[config.mk]
export PLATFORM = sky130hd
export DESIGN_NAME = ibrd_top
export DESIGN_NICKNAME = d
export VERILOG_FILES = /design/src/hw/ibrd_top.v /design/src/hw/ibrd_sync.v /design/src/hw/ibrd_lut.v
export VERILOG_INCLUDE_DIRS = /design/src /design/src/hw
export SDC_FILE = /design/constraint.sdc
export NUM_CORES = 1
export LEC_CHECK = 0
export BUFFER_PORTS_ARGS = -buffer_cell sky130_fd_sc_hd__clkbuf_2
export CORE_MARGIN = 2
export CORE_UTILIZATION = 55
export CTS_BUF_LIST = sky130_fd_sc_hd__clkbuf_16
export CTS_CLUSTER_DIAMETER = 30
export DETAILED_ROUTE_END_ITERATION = 16
export GPL_TIMING_DRIVEN = 0
export PLACE_DENSITY_LB_ADDON = 0.15
export SYNTH_ARGS = -nofsm -noshare
export SYNTH_HDL_FRONTEND = slang
export SYNTH_HIERARCHICAL = 1
export SYNTH_SLANG_ARGS = --single-unit
export TNS_END_PERCENT = 10
[constraint.sdc]
create_clock -name ref_clk -period 15.5 [get_ports ref_clk]
set_input_delay 3.1 -clock ref_clk [delete_from_list [all_inputs] [get_ports ref_clk]]
set_output_delay 3.1 -clock ref_clk [all_outputs]
set_load 0.02 [all_outputs]
[src/hw/ibrd_consts.vh]
// Shared constants of the I2C bit rate divider block.
`ifndef IBRD_CONSTS_VH
`define IBRD_CONSTS_VH

// Register bus geometry.
`define IBRD_AW 4
`define IBRD_DW 32
`define IBRD_RESP_OKAY 2'h0
`define IBRD_RESP_SLVERR 2'h2

// Register byte offsets.
`define IBRD_OFS_DIVIDER 4'h0
`define IBRD_OFS_STATUS 4'h4

// Reset value of the bus clock divider register.
`define IBRD_DIVIDER_RST 8'h00

// Field positions inside the bus clock divider register.
`define IBRD_RATE_MULTIPLIER_HI 7
`define IBRD_RATE_MULTIPLIER_LO 6
`define IBRD_ICR_HI 5
`define IBRD_ICR_LO 0

// Rate multiplier codes.
`define IBRD_RATE_MULTIPLIER_X1 2'h0
`define IBRD_RATE_MULTIPLIER_X2 2'h1
`define IBRD_RATE_MULTIPLIER_X4 2'h2

// Shift amounts that stand for the multiplier factors.
`define IBRD_SHIFT_1 2'h0
`define IBRD_SHIFT_2 2'h1
`define IBRD_SHIFT_4 2'h2

// Width of all timing counts.
`define IBRD_CW 16

// Bus commands taken on the user port.
`define IBRD_CMD_START 2'h0
`define IBRD_CMD_BIT 2'h1
`define IBRD_CMD_STOP 2'h2

// Divider table bases, one for each low index code.
`define IBRD_BASE_0 16'h0014
`define IBRD_BASE_1 16'h0016
`define IBRD_BASE_2 16'h0018
`define IBRD_BASE_3 16'h001a
`define IBRD_BASE_4 16'h001c
`define IBRD_BASE_5 16'h001e
`define IBRD_BASE_6 16'h0022
`define IBRD_BASE_7 16'h0028

// Offsets that derive the hold counts from the divider.
`define IBRD_SDA_HOLD_ADD 16'h0001
`define IBRD_START_HOLD_SUB 16'h0003
`define IBRD_STOP_HOLD_ADD 16'h0001

`endif

[src/hw/ibrd_top.v]
// I2C bit rate divider with AXI4-Lite register access and bus timing engine.
// Function
// - Multiplier code 00,01,10 gives one, two, four.
// - Bit rate is clock over multiplier times divider.
// - Index and multiplier pick divider and hold counts.
// - Data held multiplier times hold after fall.
// - Start: clock falls multiplier times hold later.
// - Stop: data rises multiplier times hold later.
`timescale 1ns/1ps
`include "ibrd_consts.vh"
module ibrd_top (
  // Clock and reset.
  input wire ref_clk,
  input wire srst,
  // AXI4-Lite write address channel.
  input wire [`IBRD_AW-1:0] s_axi_awaddr,
  input wire s_axi_awvalid,
  output wire s_axi_awready,
  // AXI4-Lite write data channel.
  input wire [`IBRD_DW-1:0] s_axi_wdata,
  input wire [3:0] s_axi_wstrb,
  input wire s_axi_wvalid,
  output wire s_axi_wready,
  // AXI4-Lite write response channel.
  output wire [1:0] s_axi_bresp,
  output wire s_axi_bvalid,
  input wire s_axi_bready,
  // AXI4-Lite read address channel.
  input wire [`IBRD_AW-1:0] s_axi_araddr,
  input wire s_axi_arvalid,
  output wire s_axi_arready,
  // AXI4-Lite read data channel.
  output wire [`IBRD_DW-1:0] s_axi_rdata,
  output wire [1:0] s_axi_rresp,
  output wire s_axi_rvalid,
  input wire s_axi_rready,
  // Bus command port.
  input wire cmd_valid,
  input wire [1:0] cmd_code,
  input wire cmd_bit,
  output wire cmd_ready,
  output wire cmd_done,
  output wire rx_bit,
  // Open-drain serial clock pin.
  input wire scl_i,
  output wire scl_o,
  output wire scl_oe,
  // Open-drain serial data pin.
  input wire sda_i,
  output wire sda_o,
  output wire sda_oe
);

  // Engine states.
  localparam [2:0] ST_IDLE = 3'h0;
  localparam [2:0] ST_START = 3'h1;
  localparam [2:0] ST_SHOLD = 3'h2;
  localparam [2:0] ST_LOW = 3'h3;
  localparam [2:0] ST_HIGHW = 3'h4;
  localparam [2:0] ST_HIGH = 3'h5;
  localparam [2:0] ST_PHOLD = 3'h6;

  ////////////////////////////////////////////////////////////////////////////
  // Multiplier decode.

  // Turns the multiplier field into a shift; the reserved code acts as one.
  function [1:0] rate_multiplier_shift;
    input [1:0] code;
    begin
      case (code)
        `IBRD_RATE_MULTIPLIER_X1: rate_multiplier_shift = `IBRD_SHIFT_1;
        `IBRD_RATE_MULTIPLIER_X2: rate_multiplier_shift = `IBRD_SHIFT_2;
        `IBRD_RATE_MULTIPLIER_X4: rate_multiplier_shift = `IBRD_SHIFT_4;
        default: rate_multiplier_shift = `IBRD_SHIFT_1;
      endcase
    end
  endfunction

  ////////////////////////////////////////////////////////////////////////////
  // Registers and bus slave state.

  reg [7:0] bus_clock_divider_r;
  reg awready_r, wready_r, bvalid_r, arready_r, rvalid_r, aw_have_r, w_have_r, wstrb_q_r;
  reg [1:0] bresp_r, rresp_r;
  reg [`IBRD_DW-1:0] rdata_r;
  reg [`IBRD_AW-1:0] awaddr_q_r;
  reg [7:0] wdata_q_r;

  // Engine state.
  reg [2:0] state_r;
  reg [1:0] op_r;
  reg [`IBRD_CW-1:0] cnt_r;
  reg bit_r, scl_oe_r, sda_oe_r, pin_low_r, cmd_ready_r, done_r, rx_bit_r;

  // Filtered pin levels, table values and the scaled timing counts.
  wire [1:0] pin_lvl;
  wire scl_s, sda_s;
  wire [1:0] shift;
  wire [`IBRD_CW-1:0] tab_div, tab_sda, tab_start, tab_stop, period_c, low_c, high_c;
  wire [`IBRD_CW-1:0] sda_hold_c, start_hold_c, stop_hold_c, cnt_inc;

  ////////////////////////////////////////////////////////////////////////////
  // Submodules.

  // Pins pass the three-stage filter before the engine looks at them.
  ibrd_sync #(
    .W(2)
  ) u_sync (
    .ref_clk(ref_clk),
    .srst(srst),
    .pin_in({sda_i, scl_i}),
    .level_out(pin_lvl)
  );

  // Divider and hold counts for the programmed rate index.
  ibrd_lut u_lut (
    .clock_rate_index(bus_clock_divider_r[`IBRD_ICR_HI:`IBRD_ICR_LO]),
    .scl_div(tab_div),
    .sda_hold(tab_sda),
    .start_hold(tab_start),
    .stop_hold(tab_stop)
  );

  assign scl_s = pin_lvl[0];
  assign sda_s = pin_lvl[1];

  // Every count is scaled by the multiplier factor.
  assign shift = rate_multiplier_shift(bus_clock_divider_r[`IBRD_RATE_MULTIPLIER_HI:`IBRD_RATE_MULTIPLIER_LO]);
  assign period_c = tab_div << shift;
  assign low_c = period_c >> 1;
  assign high_c = period_c - low_c;
  assign sda_hold_c = tab_sda << shift;
  assign start_hold_c = tab_start << shift;
  assign stop_hold_c = tab_stop << shift;
  assign cnt_inc = cnt_r + 16'h0001;

  ////////////////////////////////////////////////////////////////////////////
  // AXI4-Lite write path.

  // Address and data are taken in either order; the response follows both.
  always @(posedge ref_clk) begin
    if (srst) begin
      awready_r <= 1'b1;
      wready_r <= 1'b1;
      aw_have_r <= 1'b0;
      w_have_r <= 1'b0;
      awaddr_q_r <= {`IBRD_AW{1'b0}};
      wdata_q_r <= 8'h00;
      wstrb_q_r <= 1'b0;
      bvalid_r <= 1'b0;
      bresp_r <= `IBRD_RESP_OKAY;
      bus_clock_divider_r <= `IBRD_DIVIDER_RST;
    end else begin
      if (s_axi_awvalid && awready_r) begin
        aw_have_r <= 1'b1;
        awaddr_q_r <= s_axi_awaddr;
        awready_r <= 1'b0;
      end
      if (s_axi_wvalid && wready_r) begin
        w_have_r <= 1'b1;
        wdata_q_r <= s_axi_wdata[7:0];
        wstrb_q_r <= s_axi_wstrb[0];
        wready_r <= 1'b0;
      end
      if (aw_have_r && w_have_r && !bvalid_r) begin
        aw_have_r <= 1'b0;
        w_have_r <= 1'b0;
        bvalid_r <= 1'b1;
        if (awaddr_q_r == `IBRD_OFS_DIVIDER) begin
          bresp_r <= `IBRD_RESP_OKAY;
          if (wstrb_q_r) begin
            bus_clock_divider_r <= wdata_q_r;
          end
        end else if (awaddr_q_r == `IBRD_OFS_STATUS) begin
          bresp_r <= `IBRD_RESP_OKAY;
        end else begin
          bresp_r <= `IBRD_RESP_SLVERR;
        end
      end
      if (bvalid_r && s_axi_bready) begin
        bvalid_r <= 1'b0;
        awready_r <= 1'b1;
        wready_r <= 1'b1;
      end
    end
  end

  ////////////////////////////////////////////////////////////////////////////
  // AXI4-Lite read path.

  // One read at a time; the answer comes on the edge after the address.
  always @(posedge ref_clk) begin
    if (srst) begin
      arready_r <= 1'b1;
      rvalid_r <= 1'b0;
      rresp_r <= `IBRD_RESP_OKAY;
      rdata_r <= {`IBRD_DW{1'b0}};
    end else begin
      if (s_axi_arvalid && arready_r) begin
        arready_r <= 1'b0;
        rvalid_r <= 1'b1;
        if (s_axi_araddr == `IBRD_OFS_DIVIDER) begin
          rresp_r <= `IBRD_RESP_OKAY;
          rdata_r <= {24'h000000, bus_clock_divider_r};
        end else if (s_axi_araddr == `IBRD_OFS_STATUS) begin
          rresp_r <= `IBRD_RESP_OKAY;
          rdata_r <= {24'h000000, 1'b0, sda_s, scl_s, !cmd_ready_r, rx_bit_r, state_r};
        end else begin
          rresp_r <= `IBRD_RESP_SLVERR;
          rdata_r <= {`IBRD_DW{1'b0}};
        end
      end
      if (rvalid_r && s_axi_rready) begin
        rvalid_r <= 1'b0;
        arready_r <= 1'b1;
      end
    end
  end

  ////////////////////////////////////////////////////////////////////////////
  // Bus timing engine.

  // Drives start, data bits and stop with the programmed rate and holds.
  always @(posedge ref_clk) begin
    if (srst) begin
      state_r <= ST_IDLE;
      op_r <= `IBRD_CMD_START;
      bit_r <= 1'b0;
      cnt_r <= {`IBRD_CW{1'b0}};
      scl_oe_r <= 1'b0;
      sda_oe_r <= 1'b0;
      pin_low_r <= 1'b0;
      cmd_ready_r <= 1'b1;
      done_r <= 1'b0;
      rx_bit_r <= 1'b0;
    end else begin
      done_r <= 1'b0;
      case (state_r)
        ST_IDLE: begin
          cnt_r <= {`IBRD_CW{1'b0}};
          if (cmd_valid && cmd_ready_r) begin
            cmd_ready_r <= 1'b0;
            op_r <= cmd_code;
            bit_r <= cmd_bit;
            if (cmd_code == `IBRD_CMD_START) begin
              state_r <= ST_START;
            end else begin
              state_r <= ST_LOW;
            end
          end
        end
        ST_START: begin
          // Wait for a free bus, then pull data low while clock stays high.
          if (scl_s && sda_s) begin
            sda_oe_r <= 1'b1;
            cnt_r <= {`IBRD_CW{1'b0}};
            state_r <= ST_SHOLD;
          end
        end
        ST_SHOLD: begin
          cnt_r <= cnt_inc;
          if (cnt_inc >= start_hold_c) begin
            scl_oe_r <= 1'b1;
            done_r <= 1'b1;
            cmd_ready_r <= 1'b1;
            state_r <= ST_IDLE;
          end
        end
        ST_LOW: begin
          // Data changes only once the hold after the falling clock is over.
          cnt_r <= cnt_inc;
          if (cnt_inc == sda_hold_c) begin
            sda_oe_r <= (op_r == `IBRD_CMD_STOP) ? 1'b1 : !bit_r;
          end
          if (cnt_inc >= low_c) begin
            scl_oe_r <= 1'b0;
            state_r <= ST_HIGHW;
          end
        end
        ST_HIGHW: begin
          // A stretching slave holds the clock low; the high half waits for it.
          cnt_r <= {`IBRD_CW{1'b0}};
          if (scl_s) begin
            state_r <= (op_r == `IBRD_CMD_STOP) ? ST_PHOLD : ST_HIGH;
          end
        end
        ST_HIGH: begin
          cnt_r <= cnt_inc;
          if (cnt_inc >= high_c) begin
            rx_bit_r <= sda_s;
            scl_oe_r <= 1'b1;
            done_r <= 1'b1;
            cmd_ready_r <= 1'b1;
            state_r <= ST_IDLE;
          end
        end
        ST_PHOLD: begin
          cnt_r <= cnt_inc;
          if (cnt_inc >= stop_hold_c) begin
            sda_oe_r <= 1'b0;
            done_r <= 1'b1;
            cmd_ready_r <= 1'b1;
            state_r <= ST_IDLE;
          end
        end
        default: begin
          state_r <= ST_IDLE;
          scl_oe_r <= 1'b0;
          sda_oe_r <= 1'b0;
          cmd_ready_r <= 1'b1;
        end
      endcase
    end
  end

  ////////////////////////////////////////////////////////////////////////////
  // Outputs, all straight from flip-flops.

  assign s_axi_awready = awready_r;
  assign s_axi_wready = wready_r;
  assign s_axi_bvalid = bvalid_r;
  assign s_axi_bresp = bresp_r;
  assign s_axi_arready = arready_r;
  assign s_axi_rvalid = rvalid_r;
  assign s_axi_rresp = rresp_r;
  assign s_axi_rdata = rdata_r;
  assign cmd_ready = cmd_ready_r;
  assign cmd_done = done_r;
  assign rx_bit = rx_bit_r;
  // Open drain: the driven level is always low, the enable does the work.
  assign scl_o = pin_low_r;
  assign sda_o = pin_low_r;
  assign scl_oe = scl_oe_r;
  assign sda_oe = sda_oe_r;

endmodule // ibrd_top

[src/hw/ibrd_sync.v]
// Three-stage pin synchroniser with agreement filter.
`timescale 1ns/1ps
module ibrd_sync #(
  parameter W = 2
) (
  // Clock and reset.
  input wire ref_clk,
  input wire srst,
  // Raw pins and filtered levels.
  input wire [W-1:0] pin_in,
  output wire [W-1:0] level_out
);

  genvar g;
  generate
    for (g = 0; g < W; g = g + 1) begin : g_bit
      reg s1_r;
      reg s2_r;
      reg s3_r;
      reg lvl_r;
      // A new level counts once stages two and three agree; idle bus reads high.
      always @(posedge ref_clk) begin
        if (srst) begin
          s1_r <= 1'b1;
          s2_r <= 1'b1;
          s3_r <= 1'b1;
          lvl_r <= 1'b1;
        end else begin
          s1_r <= pin_in[g];
          s2_r <= s1_r;
          s3_r <= s2_r;
          if (s2_r == s3_r) begin
            lvl_r <= s3_r;
          end
        end
      end
      assign level_out[g] = lvl_r;
    end
  endgenerate

endmodule // ibrd_sync

[src/hw/ibrd_lut.v]
// Constant table of serial clock divider and hold counts per rate index.
`timescale 1ns/1ps
`include "ibrd_consts.vh"
module ibrd_lut (
  // Rate index.
  input wire [5:0] clock_rate_index,
  // Table outputs in module clock periods before the multiplier.
  output wire [`IBRD_CW-1:0] scl_div,
  output wire [`IBRD_CW-1:0] sda_hold,
  output wire [`IBRD_CW-1:0] start_hold,
  output wire [`IBRD_CW-1:0] stop_hold
);

  // Base divider picked by the three low index bits.
  function [`IBRD_CW-1:0] base_of;
    input [2:0] code;
    begin
      case (code)
        3'h0: base_of = `IBRD_BASE_0;
        3'h1: base_of = `IBRD_BASE_1;
        3'h2: base_of = `IBRD_BASE_2;
        3'h3: base_of = `IBRD_BASE_3;
        3'h4: base_of = `IBRD_BASE_4;
        3'h5: base_of = `IBRD_BASE_5;
        3'h6: base_of = `IBRD_BASE_6;
        default: base_of = `IBRD_BASE_7;
      endcase
    end
  endfunction

  // High index bits double the divider per step; holds track it.
  assign scl_div = base_of(clock_rate_index[2:0]) << clock_rate_index[5:3];
  assign sda_hold = (scl_div >> 3) + `IBRD_SDA_HOLD_ADD;
  assign start_hold = (scl_div >> 1) - `IBRD_START_HOLD_SUB;
  assign stop_hold = (scl_div >> 1) + `IBRD_STOP_HOLD_ADD;

endmodule // ibrd_lut

Word level (Yosys, flattened, before mapping)
Index checks and enable logic that the tools add are counted.
{ "classes": {"add_sub_neg": 5, "n_lt_le_gt_ge": 4, "n_eq_ne": 28, "n_shift": 5, "muxes": 36, "n_bitwise": 3, "n_reduce_logical": 34} }
{ "ops": {"columns": ["operator", "count"], "rows": [
  ["16-bit by 2-bit left shift with 16-bit output", 4],
  ["16-bit >= comparator", 3],
  ["16-bit case mux with 3 select lines", 1],
  ["6-bit case mux with 7 select lines", 1],
  ["3-bit two-way mux", 7],
  ["3-bit case mux with 7 select lines", 1],
  ["3-bit equality test (second input constant)", 6],
  ["15-bit by 1-bit adder with 16-bit output (second input constant)", 1],
  ["16-bit by 1-bit adder with 16-bit output (second input constant)", 1],
  ["16-bit equality test", 1],
  ["16-bit by 15-bit >= comparator with 1-bit output", 1],
  ["16-bit two-way mux", 1],
  ["6-bit by 3-bit left shift with 16-bit output", 1],
  ["15-bit by 2-bit subtractor with 16-bit output (second input constant)", 1],
  ["16-bit by 15-bit subtractor with 16-bit output", 1],
  ["13-bit by 1-bit adder with 14-bit output (second input constant)", 1],
  ["2-bit != test (second input constant)", 7],
  ["3-bit by 2-bit equality test with 1-bit output (second input constant)", 4],
  ["1-bit two-way mux", 12],
  ["2-bit two-way mux", 6],
  ["4-bit OR reduction", 3],
  ["1-bit logical AND", 9],
  ["4-bit by 3-bit equality test with 1-bit output (second input constant)", 2],
  ["4-bit zero test", 2],
  ["23 further kinds", 38]
]} }
{ "word_totals": {"regBits": 99, "input_bits": 57, "out_inout_bits": 48} }

Longest topological paths before layout
Gate-level depths: netlist (run 1).
{ "logic_depth": {"word_depth": 8, "ltp_mapped": 27, "ltp_nobuf": 27} }

Hierarchy
Netlist (run 1), hierarchy kept.
{ "modules_own_cells": {"columns": ["module", "instances", "cells_per_inst", "area_per_inst_um2"], "rows": [
  ["ibrd_top", 1, 967, 7289.5],
  ["ibrd_lut", 1, 157, 1063.5],
  ["ibrd_sync", 1, 22, 245.2]
]} }

Worst setup path before layout (run 1)
No wires, ideal clock.
{ "synth_path": {"kind": "reg-to-reg", "start": "register bus_clock_divider_r[2]", "end": "register state_r[0]", "setup_time_ps": 115, "arrival_time_ps": 5436, "required_time_ps": 15385, "slack_ps": 9949, "stages_incl_launch_ff": 23, "path_cell_list": "dfxtp_1 > ha_1 > nor3_1 > a211oi_2 > nor3b_1 > mux2i_1 > mux2i_1 > inv_1 > ha_1 > nor2_1 > a41oi_1 > a21oi_1 > o41ai_1 > a31oi_1 > o21ai_1 > a21oi_1 > xnor2_1 > ha_1 > nand4_1 > o31a_1 > a2111oi_1 > nor2b_4 > o21ai_2"} }
{ "synth_via": {"elab_chain_len": 8, "word_cells_on_any_way": 24, "cone_classes": "add/sub (3); order compare (4); eq/ne (10); shift (4); mux (1); reduce/logical (2)"} }
{ "synth_lines": {"columns": ["item", "line_no", "text"], "rows": [
  ["from (decl)", "ibrd_top.v:82", "reg [7:0] bus_clock_divider_r;"],
  ["from (signal assigned)", "ibrd_top.v:152", "bus_clock_divider_r <= `IBRD_DIVIDER_RST;"],
  ["from (signal assigned)", "ibrd_top.v:172", "bus_clock_divider_r <= wdata_q_r;"],
  ["3-bit equality test (tied with other cells)", "ibrd_lut.v:18", "case (code)"],
  ["6-bit case mux with 7 select lines (*)", "ibrd_lut.v:18", null],
  ["6-bit by 3-bit left shift with 16-bit output (*)", "ibrd_lut.v:32", "assign scl_div = base_of(clock_rate_index[2:0]) << clock_rate_index[5:3];"],
  ["named net tab_div[2]", "ibrd_top.v:99", "wire [`IBRD_CW-1:0] tab_div, tab_sda, tab_start, tab_stop, period_c, low_c, high_c;"],
  ["16-bit by 2-bit left shift with 16-bit output (tied with other cells)", "ibrd_top.v:129", "assign period_c = tab_div << shift;"],
  ["16-bit by 15-bit subtractor with 16-bit output (tied with other cells)", "ibrd_top.v:131", "assign high_c = period_c - low_c;"],
  ["16-bit >= comparator, on equally long branches", "ibrd_top.v:289, ibrd_top.v:262, ibrd_top.v:299", null],
  ["2-bit != test (no source line)", null, null],
  ["7-bit AND reduction (no source line) (*)", null, null],
  ["to (signal assigned)", "ibrd_top.v:284", "state_r <= (op_r == `IBRD_CMD_STOP) ? ST_PHOLD : ST_HIGH;"],
  ["to (decl)", "ibrd_top.v:90", "reg [2:0] state_r;"]
]} }
The timed path passes the listed nets; every way through them passes the cells marked *.
A chain may end at the register's enable or synchronous reset.

Final worst setup path (run 1)
{ "layout_path": {"start": "register bus_clock_divider_r[2]", "end": "register state_r[1]"} }
The elaborated chain is that of the path after synthesis.

==> impl_metrics.sql, run 1 <==
INSERT INTO impl_metrics (metric_group, metric, value, unit) VALUES
('outcome', 'status', 'finished, final reports clean', ''),
('clock_tree', 'ctsLongestPathBuffers', '2', ''),
('finish', 'design.final.nets', '1383', ''),
('setup_path', 'critical_path_arrival', '7430', 'ps'),
('finish', 'antennaDiodeCount', '0', ''),
('setup_path', 'worst_r2r_endpoint', 'state_r[1]$_SDFFE_PP0P_', ''),
('clock_tree', 'tritoncts', 'built', ''),
('clock_tree', 'postCtsResizedCells', '0', ''),
('detailed_routing', 'detail_route.iter0.violations', '610', ''),
('placed_design', 'place_congestion', '0.931', ''),
('global_route', 'global_route.usage.total', '0.291', ''),
('run', 'drv_cap', '0', ''),
('pwr', 'peak_supply_drop', '88.5', 'uV'),
('setup_path', 'cp_cell_sequence', 'ha_1, nor3_1, a211oi_2, nor3b_1, mux2i_1, mux2i_1, inv_1, ha_1, nor2_1, a41oi_1, a21oi_1, o41ai_1, a31oi_1, o21ai_1, a21oi_1, xnor2_1, ha_1, nand4_1, o31a_1, a2111oi_1, nand3_1, o22ai_1', ''),
('setup_path', 'critical_path.max_stage_delay', '990', 'ps'),
('floorplan', 'die_area', '16600', 'sq um'),
('setup_path', 'worst-r2r-cell-count', '22', ''),
('pwr', 'clockPowerShare', '0.323', ''),
('finish', 'ratio_of_cells_with_drive_above_1_in_the_final_layout', '0.138', ''),
('setup_path', 'end_kind', 'flip-flop', ''),
('finish', 'area_growth', '10.8', '%'),
('global_route', 'globalRoute.totalOverflow', '0', ''),
('finish', 'mostFrequentLayoutCell', 'sky130_fd_sc_hd__nor2_1', ''),
('placed_design', 'place_hpwl', '18300', 'um'),
('sta', 'layout_worst_path_cycle_share', '0.463', ''),
('min_path', 'min_delay_worst_endpoint', 'u_sync/g_bit[1].s2_r$_SDFF_PP1_', ''),
('sta', 'fmaxAchievable', '0.139', 'GHz'),
('sta', 'tightest_slew', '1160', 'ps'),
('sta', 'timing.final.max_slew_violations', '0', ''),
('global_route', 'global_route_wire_length_before_repair', '38700', 'um'),
('pwr', 'seq_power_share', '0.371', ''),
('finish', 'share_of_the_core_filled_with_cells', '0.624', ''),
('setup_path', 'worst_r2r_startpoint', 'bus_clock_divider_r[2]$_SDFFE_PP0P_', ''),
('global_route', 'first_global_vias', '7707', ''),
('floorplan', 'die-height', '129', 'um'),
('clock_tree', 'clock_sink_count', '73', ''),
('min_path', 'holdCritStartpoint', 'u_sync/g_bit[1].s1_r$_SDFF_PP1_', ''),
('clock_tree', 'clk_latency', '340', 'ps'),
('setup_path', 'reg2reg_setup_slack', '8320', 'ps'),
('min_path', 'hold_path_depth', '1', ''),
('detailed_routing', 'num_vias', '8487', ''),
('synthesis', 'postSynth.topFlopCell', 'sky130_fd_sc_hd__dfxtp_1', ''),
('sta', 'finClkSkew', '5.50', 'ps'),
('setup_path', 'criticalPathCategory', 'flip-flop to flip-flop', ''),
('global_route', 'grt_antenna_before_repair', '0', ''),
('setup_path', 'cp_slowest_cell', 'sky130_fd_sc_hd__nor3b_1', ''),
('pwr', 'power_per_cell_area', '59.9', 'nW/um^2'),
('placed_design', 'place_inst', '1447', ''),
('finish', 'commonest_non_fill_non_tap_cells_in_the_layout', '122 x sky130_fd_sc_hd__nor2_1, 93 x sky130_fd_sc_hd__a21oi_1, 79 x sky130_fd_sc_hd__ha_1, 78 x sky130_fd_sc_hd__nand2_1, 73 x sky130_fd_sc_hd__dfxtp_1', ''),
('clock_tree', 'clock_slew_seen_by_the_registers_of_the_worst_setup_and_hold_paths', '50', 'ps'),
('detailed_routing', 'ant_nets', '0', ''),
('pwr', 'power.switching', '0.000196', 'W'),
('floorplan', 'pin_count', '105', ''),
('detailed_routing', 'drt_first_pass_iters', '5', ''),
('clock_tree', 'post_cts_buffers', '0', ''),
('sta', 'final-hold-violation-count', '0', ''),
('setup_path', 'timing.critical_path.from_type', 'flip-flop', ''),
('floorplan', 'core.rowCount', '45', ''),
('clock_tree', 'htreeDepth', '3', ''),
('detailed_routing', 'routed_wire_length_per_instance', '16.4', 'um'),
('pwr', 'power.switching_fraction', '0.343', ''),
('setup_path', 'crit_family', 'compound AO/OA/AOI/OAI gates', ''),
('sta', 'final.min_clock_period', '7180', 'ps'),
('floorplan', 'fp.dieW', '129', 'um'),
('synthesis', 'seq_area_frac_synth', '0.170', ''),
('detailed_routing', 'number_of_remaining_drc_errors', '0', ''),
('setup_path', 'critical_path_required', '15750', 'ps'),
('synthesis', 'ys_ff_latch', '73', ''),
('finish', 'final_cells', '1463', ''),
('clock_tree', 'tritoncts.num_buffers', '9', ''),
('synthesis', 'async_set_or_reset_register_ratio_after_synthesis', '0', '');
==> power groups by stage <==
stage / combinational, W / clock [W] / sequential [W]
after floorplan: 0.000128 / 0 / 0.000215
after global placement: 0.000169 / 0 / 0.000215
after detailed placement: 0.000171 / 0 / 0.000215
after CTS: 0.000172 / 0.000187 / 0.000211
after global routing: 0.000194 / 0.000195 / 0.000213
final: 0.000175 / 0.000184 / 0.000211
==> cells in the mapped netlist, types with 10 or more instances <==
master                       n  share of area
sky130_fd_sc_hd__buf_2      14         0.0081
sky130_fd_sc_hd__buf_4      48          0.042
sky130_fd_sc_hd__mux2_2     18          0.024
sky130_fd_sc_hd__xnor2_1    41          0.042
sky130_fd_sc_hd__a22oi_1    13          0.011
sky130_fd_sc_hd__o21ai_1    10         0.0058
sky130_fd_sc_hd__mux2i_1    59          0.069
sky130_fd_sc_hd__a21o_1     17          0.015
sky130_fd_sc_hd__nor2b_1    28          0.020
sky130_fd_sc_hd__nor2_1    122          0.053
sky130_fd_sc_hd__a21oi_1    93          0.054
sky130_fd_sc_hd__o211ai_1   22          0.019
sky130_fd_sc_hd__and2_1     11         0.0080
sky130_fd_sc_hd__buf_1      10         0.0044
sky130_fd_sc_hd__ha_1       79           0.11
sky130_fd_sc_hd__inv_1      42          0.018
sky130_fd_sc_hd__o21ai_0    47          0.027
sky130_fd_sc_hd__nand2_1    78          0.034
sky130_fd_sc_hd__nand2b_1   29          0.021
sky130_fd_sc_hd__clkbuf_1   34          0.015
sky130_fd_sc_hd__o21a_1     10         0.0087
sky130_fd_sc_hd__nor3_1     27          0.016
sky130_fd_sc_hd__nand3_1    23          0.013
sky130_fd_sc_hd__xor2_1     21          0.021
sky130_fd_sc_hd__dfxtp_1    73           0.17
sky130_fd_sc_hd__a211oi_1   17          0.015
sky130_fd_sc_hd__nand4_1    13         0.0095
==> worst reg2reg max path: stages, from the launching register on <==
cell	delay (ps)
sky130_fd_sc_hd__dfxtp_1	600
sky130_fd_sc_hd__ha_1	270
sky130_fd_sc_hd__nor3_1	60
sky130_fd_sc_hd__a211oi_2	550
sky130_fd_sc_hd__nor3b_1	1000
sky130_fd_sc_hd__mux2i_1	180
sky130_fd_sc_hd__mux2i_1	360
sky130_fd_sc_hd__inv_1	200
sky130_fd_sc_hd__ha_1	360
sky130_fd_sc_hd__nor2_1	50
sky130_fd_sc_hd__a41oi_1	280
sky130_fd_sc_hd__a21oi_1	150
sky130_fd_sc_hd__o41ai_1	590
sky130_fd_sc_hd__a31oi_1	210
sky130_fd_sc_hd__o21ai_1	160
sky130_fd_sc_hd__a21oi_1	90
sky130_fd_sc_hd__xnor2_1	130
sky130_fd_sc_hd__ha_1	300
sky130_fd_sc_hd__nand4_1	100
sky130_fd_sc_hd__o31a_1	410
sky130_fd_sc_hd__a2111oi_1	690
sky130_fd_sc_hd__nand3_1	150
sky130_fd_sc_hd__o22ai_1	200
==> worst max path at each step <==
stage / start / end / depth (start not counted)
2_1_floorplan: bus_clock_divider_r[2]$_SDFFE_PP0P_ / state_r[0]$_SDFFE_PP0P_ / 22
3_3_place_gp: bus_clock_divider_r[2]$_SDFFE_PP0P_ / state_r[1]$_SDFFE_PP0P_ / 22
3_5_place_dp: bus_clock_divider_r[2]$_SDFFE_PP0P_ / state_r[1]$_SDFFE_PP0P_ / 22
4_1_cts: bus_clock_divider_r[2]$_SDFFE_PP0P_ / state_r[1]$_SDFFE_PP0P_ / 22
5_1_grt: bus_clock_divider_r[2]$_SDFFE_PP0P_ / state_r[1]$_SDFFE_PP0P_ / 22
6_report: bus_clock_divider_r[2]$_SDFFE_PP0P_ / state_r[1]$_SDFFE_PP0P_ / 22
==> registers in the layout, summed over array words and instances, names as in the netlist, 2 cells and up <==
name,count
u_sync/g_bit.s2_r,2
wdata_q_r,8
u_sync/g_bit.s3_r,2
awaddr_q_r,4
op_r,2
bus_clock_divider_r,8
state_r,3
u_sync/g_bit.s1_r,2
cnt_r,16
u_sync/g_bit.lvl_r,2
s_axi_rdata,8
==> final cells by class <==
class	count	area [sq um]
multi-input combinational	958	6470
fill	1458	5730
sequential	73	1460
buffer	111	652
tap	211	264
timing repair buffer	48	240
clock buffer	9	225
inverter	46	173
clock inverter	7	38.8
==> metal layers <==
metal  track usage  vias up  wire length [um]
li1              -     4210                 -
met5             0        -                 0
met1         0.380     3923             10700
met4         0.132        0              1020
met3        0.0491       73              1620
met2         0.472      281             10600
==> through the flow <==
stage | setup slack (ps) | instance area, sq um | power [W]
6_report | 8320 | 9520 | 0.000570
3_3_place_gp | 8460 | 9260 | 0.000384
4_1_cts | 8380 | 9520 | 0.000571
5_1_grt | 7640 | 9520 | 0.000602
3_5_place_dp | 8410 | 9260 | 0.000386
2_1_floorplan | 9950 | 8760 | 0.000343
==> kinds of logic after synthesis <==
family | count (synthesis) | share of synthesized area
multiplexers | 78 | 0.0939
XOR/XNOR | 63 | 0.0650
AND/OR/NAND/NOR | 389 | 0.227
other | 2 | 0.000873
adder cells (fa/ha/maj) | 81 | 0.118
flip-flops | 73 | 0.170
buffers and inverters | 157 | 0.0959
AO/OA/AOI/OAI | 303 | 0.229
Note: power is estimated with default switching activity, not from simulation.
==> run 2, diff against run 1 <==
clock period = 7.2 ns   (was 15.5 ns; I/O delays follow)
==> run 2 against run 1 <==
  * Worst hold slack about the same
  * Routed wire length barely moved
  * Maximum frequency up 11%
  * Clock skew about the same
  * Critical path depth did not move
  * Sequential share of layout area hardly changed
  * Worst setup slack got worse by 7600 ps
  * Utilization up 0.12 points
  * Global-route usage is the same
  * Die area is the same
  * First-iteration DRC count is 2.3% lower
  * Total power rose by 120%
  * Critical path type unchanged
  * Largest power group unchanged
==> impl_metrics.sql, run 2 (synthesized netlist as in run 1, its figures left out) <==
INSERT INTO impl_metrics (metric_group, metric, value, unit) VALUES
('outcome', 'status', 'finished, final reports clean', ''),
('setup_path', 'criticalPathCategory', 'flip-flop to flip-flop', ''),
('setup_path', 'critical_path_peak_fanout', '11', ''),
('sta', 'finClkSkew', '5.07', 'ps'),
('floorplan', 'initial_standard_cell_utilization_of_the_core', '0.564', ''),
('setup_path', 'reg2reg_setup_slack', '710', 'ps'),
('setup_path', 'start_point_of_the_critical_path', 'bus_clock_divider_r[2]$_SDFFE_PP0P_', ''),
('global_route', 'global_route_wire_length_before_repair', '38700', 'um'),
('detailed_routing', 'routed_wire_length_per_instance', '16.4', 'um'),
('pwr', 'p_leak', '4.20', 'nW'),
('pwr', 'peak_supply_drop', '192', 'uV'),
('finish', 'area_growth', '11.0', '%'),
('global_route', 'global_route.usage.total', '0.291', ''),
('placed_design', 'place_congestion', '0.931', ''),
('sta', 'fin_setup_tns', '0', 'ps'),
('sta', 'tightest_slew', '1210', 'ps'),
('floorplan', 'fp.dieW', '129', 'um'),
('global_route', 'gr-max-usage-layer', 'met2', ''),
('floorplan', 'pin_count', '105', ''),
('clock_tree', 'tritoncts', 'built', ''),
('sta', 'rsz0062_at_grt', 'false', ''),
('clock_tree', 'clock_slew_seen_by_the_registers_of_the_worst_setup_and_hold_paths', '50', 'ps'),
('setup_path', 'end_kind', 'flip-flop', ''),
('finish', 'fillers', '1459', ''),
('setup_path', 'worst_r2r_endpoint', 'state_r[1]$_SDFFE_PP0P_', ''),
('pwr', 'power_per_cell_area', '129', 'nW/um^2'),
('finish', 'ratio_of_cells_with_drive_above_1_in_the_final_layout', '0.141', ''),
('finish', 'area.sequential', '1460', 'sq um'),
('detailed_routing', 'number_of_remaining_drc_errors', '0', ''),
('setup_path', 'timing.critical_path.from_type', 'flip-flop', ''),
('finish', 'registers.top_by_ff_count', 'cnt_r', ''),
('min_path', 'timing.hold.worst.class', 'flip-flop to flip-flop', ''),
('floorplan', 'die-height', '129', 'um'),
('sta', 'fin_ws', '709', 'ps'),
('clock_tree', 'clock_sink_count', '73', ''),
('global_route', 'gr-usage-met1', '0.380', ''),
('sta', 'final-hold-violation-count', '0', ''),
('detailed_routing', 'avgViaCountPerCell', '5.79', ''),
('setup_path', 'critical_path_arrival', '6740', 'ps'),
('finish', 'stdcell_area', '9540', 'sq um'),
('finish', 'mostFrequentLayoutCell', 'sky130_fd_sc_hd__nor2_1', ''),
('finish', 'largest_register_ffs', '16', ''),
('floorplan', 'core.rowCount', '45', ''),
('clock_tree', 'htreeDepth', '3', ''),
('sta', 'final.min_clock_period', '6490', 'ps'),
('detailed_routing', 'drt_first_pass_iters', '5', ''),
('setup_path', 'worst_r2r_startpoint', 'bus_clock_divider_r[2]$_SDFFE_PP0P_', ''),
('floorplan', 'core-area', '15300', 'sq um'),
('clock_tree', 'ctsHoldBuffers', '0', ''),
('sta', 'fmaxAchievable', '0.154', 'GHz'),
('detailed_routing', 'detail_route.iter0.violations', '596', ''),
('finish', 'commonest_non_fill_non_tap_cells_in_the_layout', '121 x sky130_fd_sc_hd__nor2_1, 93 x sky130_fd_sc_hd__a21oi_1, 79 x sky130_fd_sc_hd__ha_1, 78 x sky130_fd_sc_hd__nand2_1, 73 x sky130_fd_sc_hd__dfxtp_1', ''),
('clock_tree', 'post_cts_buffers', '0', ''),
('sta', 'timing.final.max_slew_violations', '0', ''),
('sta', 'max_slew_margin', '0.186', ''),
('setup_path', 'critical_path.endpoint', 'state_r[1]$_SDFFE_PP0P_', ''),
('placed_design', 'portBuffers', '48', ''),
('global_route', 'grt.met2_usage', '0.472', ''),
('sta', 'layout_worst_path_cycle_share', '0.901', ''),
('clock_tree', 'clk_latency', '340', 'ps'),
('setup_path', 'critical_path_required', '7450', 'ps'),
('global_route', 'grt_start_max_net_pins', '15', ''),
('global_route', 'globalRoute.totalOverflow', '0', ''),
('placed_design', 'placed_area', '9260', 'sq um'),
('global_route', 'grtUsageMet3', '0.0491', ''),
('clock_tree', 'tritoncts.num_buffers', '9', ''),
('finish', 'multi_input_comb_area', '6490', 'sq um'),
('sta', 'hold_ws', '404', 'ps'),
('clock_tree', 'postCtsResizedCells', '0', ''),
('global_route', 'first_global_vias', '7707', ''),
('clock_tree', 'cts_root_buf', 'sky130_fd_sc_hd__clkbuf_16', ''),
('finish', 'design.final.nets', '1383', ''),
('floorplan', 'die_area', '16600', 'sq um'),
('finish', 'antennaDiodeCount', '0', ''),
('placed_design', 'place_ws', '110', 'ps'),
('run', 'drv_cap', '0', ''),
('clock_tree', 'ctsLongestPathBuffers', '2', ''),
('detailed_routing', 'ant_nets', '0', ''),
('setup_path', 'worst-r2r-cell-count', '22', ''),
('sta', 'report.final.setup_viol', '0', ''),
('detailed_routing', 'route.final.wire_length', '24000', 'um'),
('placed_design', 'place_hpwl', '18300', 'um'),
('detailed_routing', 'num_vias', '8477', ''),
('global_route', 'grt_antenna_before_repair', '0', '');
## run 2: cell types whose count changed in the layout (fill, tap and decap cells not counted)
cell / change
sky130_fd_sc_hd__nor3b_1: -1
sky130_fd_sc_hd__nor3b_4: +1
sky130_fd_sc_hd__a2111oi_2: +1
sky130_fd_sc_hd__o21ai_0: -1
sky130_fd_sc_hd__o21ai_1: +1
sky130_fd_sc_hd__nor2_1: -1
sky130_fd_sc_hd__a2111oi_1: -1
sky130_fd_sc_hd__nor2_2: +1
## run 2: layout make-up
| cell class | instances | area share |
|---|---|---|
| buffer | 111 | 0.0683 |
| clock buffer | 9 | 0.0236 |
| clock inverter | 7 | 0.00406 |
| inverter | 46 | 0.0181 |
| multi-input combinational | 958 | 0.680 |
| sequential | 73 | 0.153 |
| tap | 211 | 0.0277 |
| timing repair buffer | 48 | 0.0252 |
## run 2: worst min path at each step
stage                                               start                         endpoint  slack (ps)  depth (start not counted)
after global routing      u_sync/g_bit[0].s1_r$_SDFF_PP1_  u_sync/g_bit[0].s2_r$_SDFF_PP1_         420                          1
after CTS                 u_sync/g_bit[1].s1_r$_SDFF_PP1_  u_sync/g_bit[1].s2_r$_SDFF_PP1_         410                          1
final                     u_sync/g_bit[1].s1_r$_SDFF_PP1_  u_sync/g_bit[1].s2_r$_SDFF_PP1_         400                          1
after detailed placement  u_sync/g_bit[1].s1_r$_SDFF_PP1_  u_sync/g_bit[1].s2_r$_SDFF_PP1_         390                          1
after floorplan           u_sync/g_bit[0].s1_r$_SDFF_PP1_  u_sync/g_bit[0].s2_r$_SDFF_PP1_         380                          1
after global placement    u_sync/g_bit[1].s1_r$_SDFF_PP1_  u_sync/g_bit[1].s2_r$_SDFF_PP1_         390                          1
## run 2: worst max-delay path: stages, from the launching register on
cell,delay (ps)
sky130_fd_sc_hd__dfxtp_1,590
sky130_fd_sc_hd__ha_1,270
sky130_fd_sc_hd__nor3_1,60
sky130_fd_sc_hd__a211oi_2,550
sky130_fd_sc_hd__nor3b_4,530
sky130_fd_sc_hd__mux2i_1,140
sky130_fd_sc_hd__mux2i_1,320
sky130_fd_sc_hd__inv_1,190
sky130_fd_sc_hd__ha_1,360
sky130_fd_sc_hd__nor2_1,50
sky130_fd_sc_hd__a41oi_1,280
sky130_fd_sc_hd__a21oi_1,150
sky130_fd_sc_hd__o41ai_1,630
sky130_fd_sc_hd__a31oi_1,210
sky130_fd_sc_hd__o21ai_1,160
sky130_fd_sc_hd__a21oi_1,90
sky130_fd_sc_hd__xnor2_1,130
sky130_fd_sc_hd__ha_1,300
sky130_fd_sc_hd__nand4_1,100
sky130_fd_sc_hd__o31a_1,420
sky130_fd_sc_hd__a2111oi_2,510
sky130_fd_sc_hd__nand3_1,140
sky130_fd_sc_hd__o22ai_1,200
## run 2: metal layers
layer,vias to the layer above,part of all wire
met3,68,0.066
met1,3913,0.45
li1,4216,-
met5,-,0
met2,280,0.44
met4,0,0.043
## run 2: where the power goes
| group | internal [W] | total, W | leakage [nW] | switching [W] |
|---|---|---|---|---|
| logic | 0.000148 | 0.000380 | 3.48 | 0.000232 |
| clock network | 0.000229 | 0.000397 | 0.134 | 0.000168 |
| registers | 0.000431 | 0.000455 | 0.595 | 0.0000243 |
| total | 0.000808 | 0.00123 | 4.20 | 0.000424 |
## run 2: metrics by stage
step,std cells,total power [W],util
3_3_place_gp,1447,0.000827,0.607
2_1_floorplan,1188,0.000738,-
4_1_cts,1463,0.00123,0.624
5_1_grt,1463,0.00130,0.625
3_5_place_dp,1447,0.000831,0.607
6_report,1463,0.00123,0.625
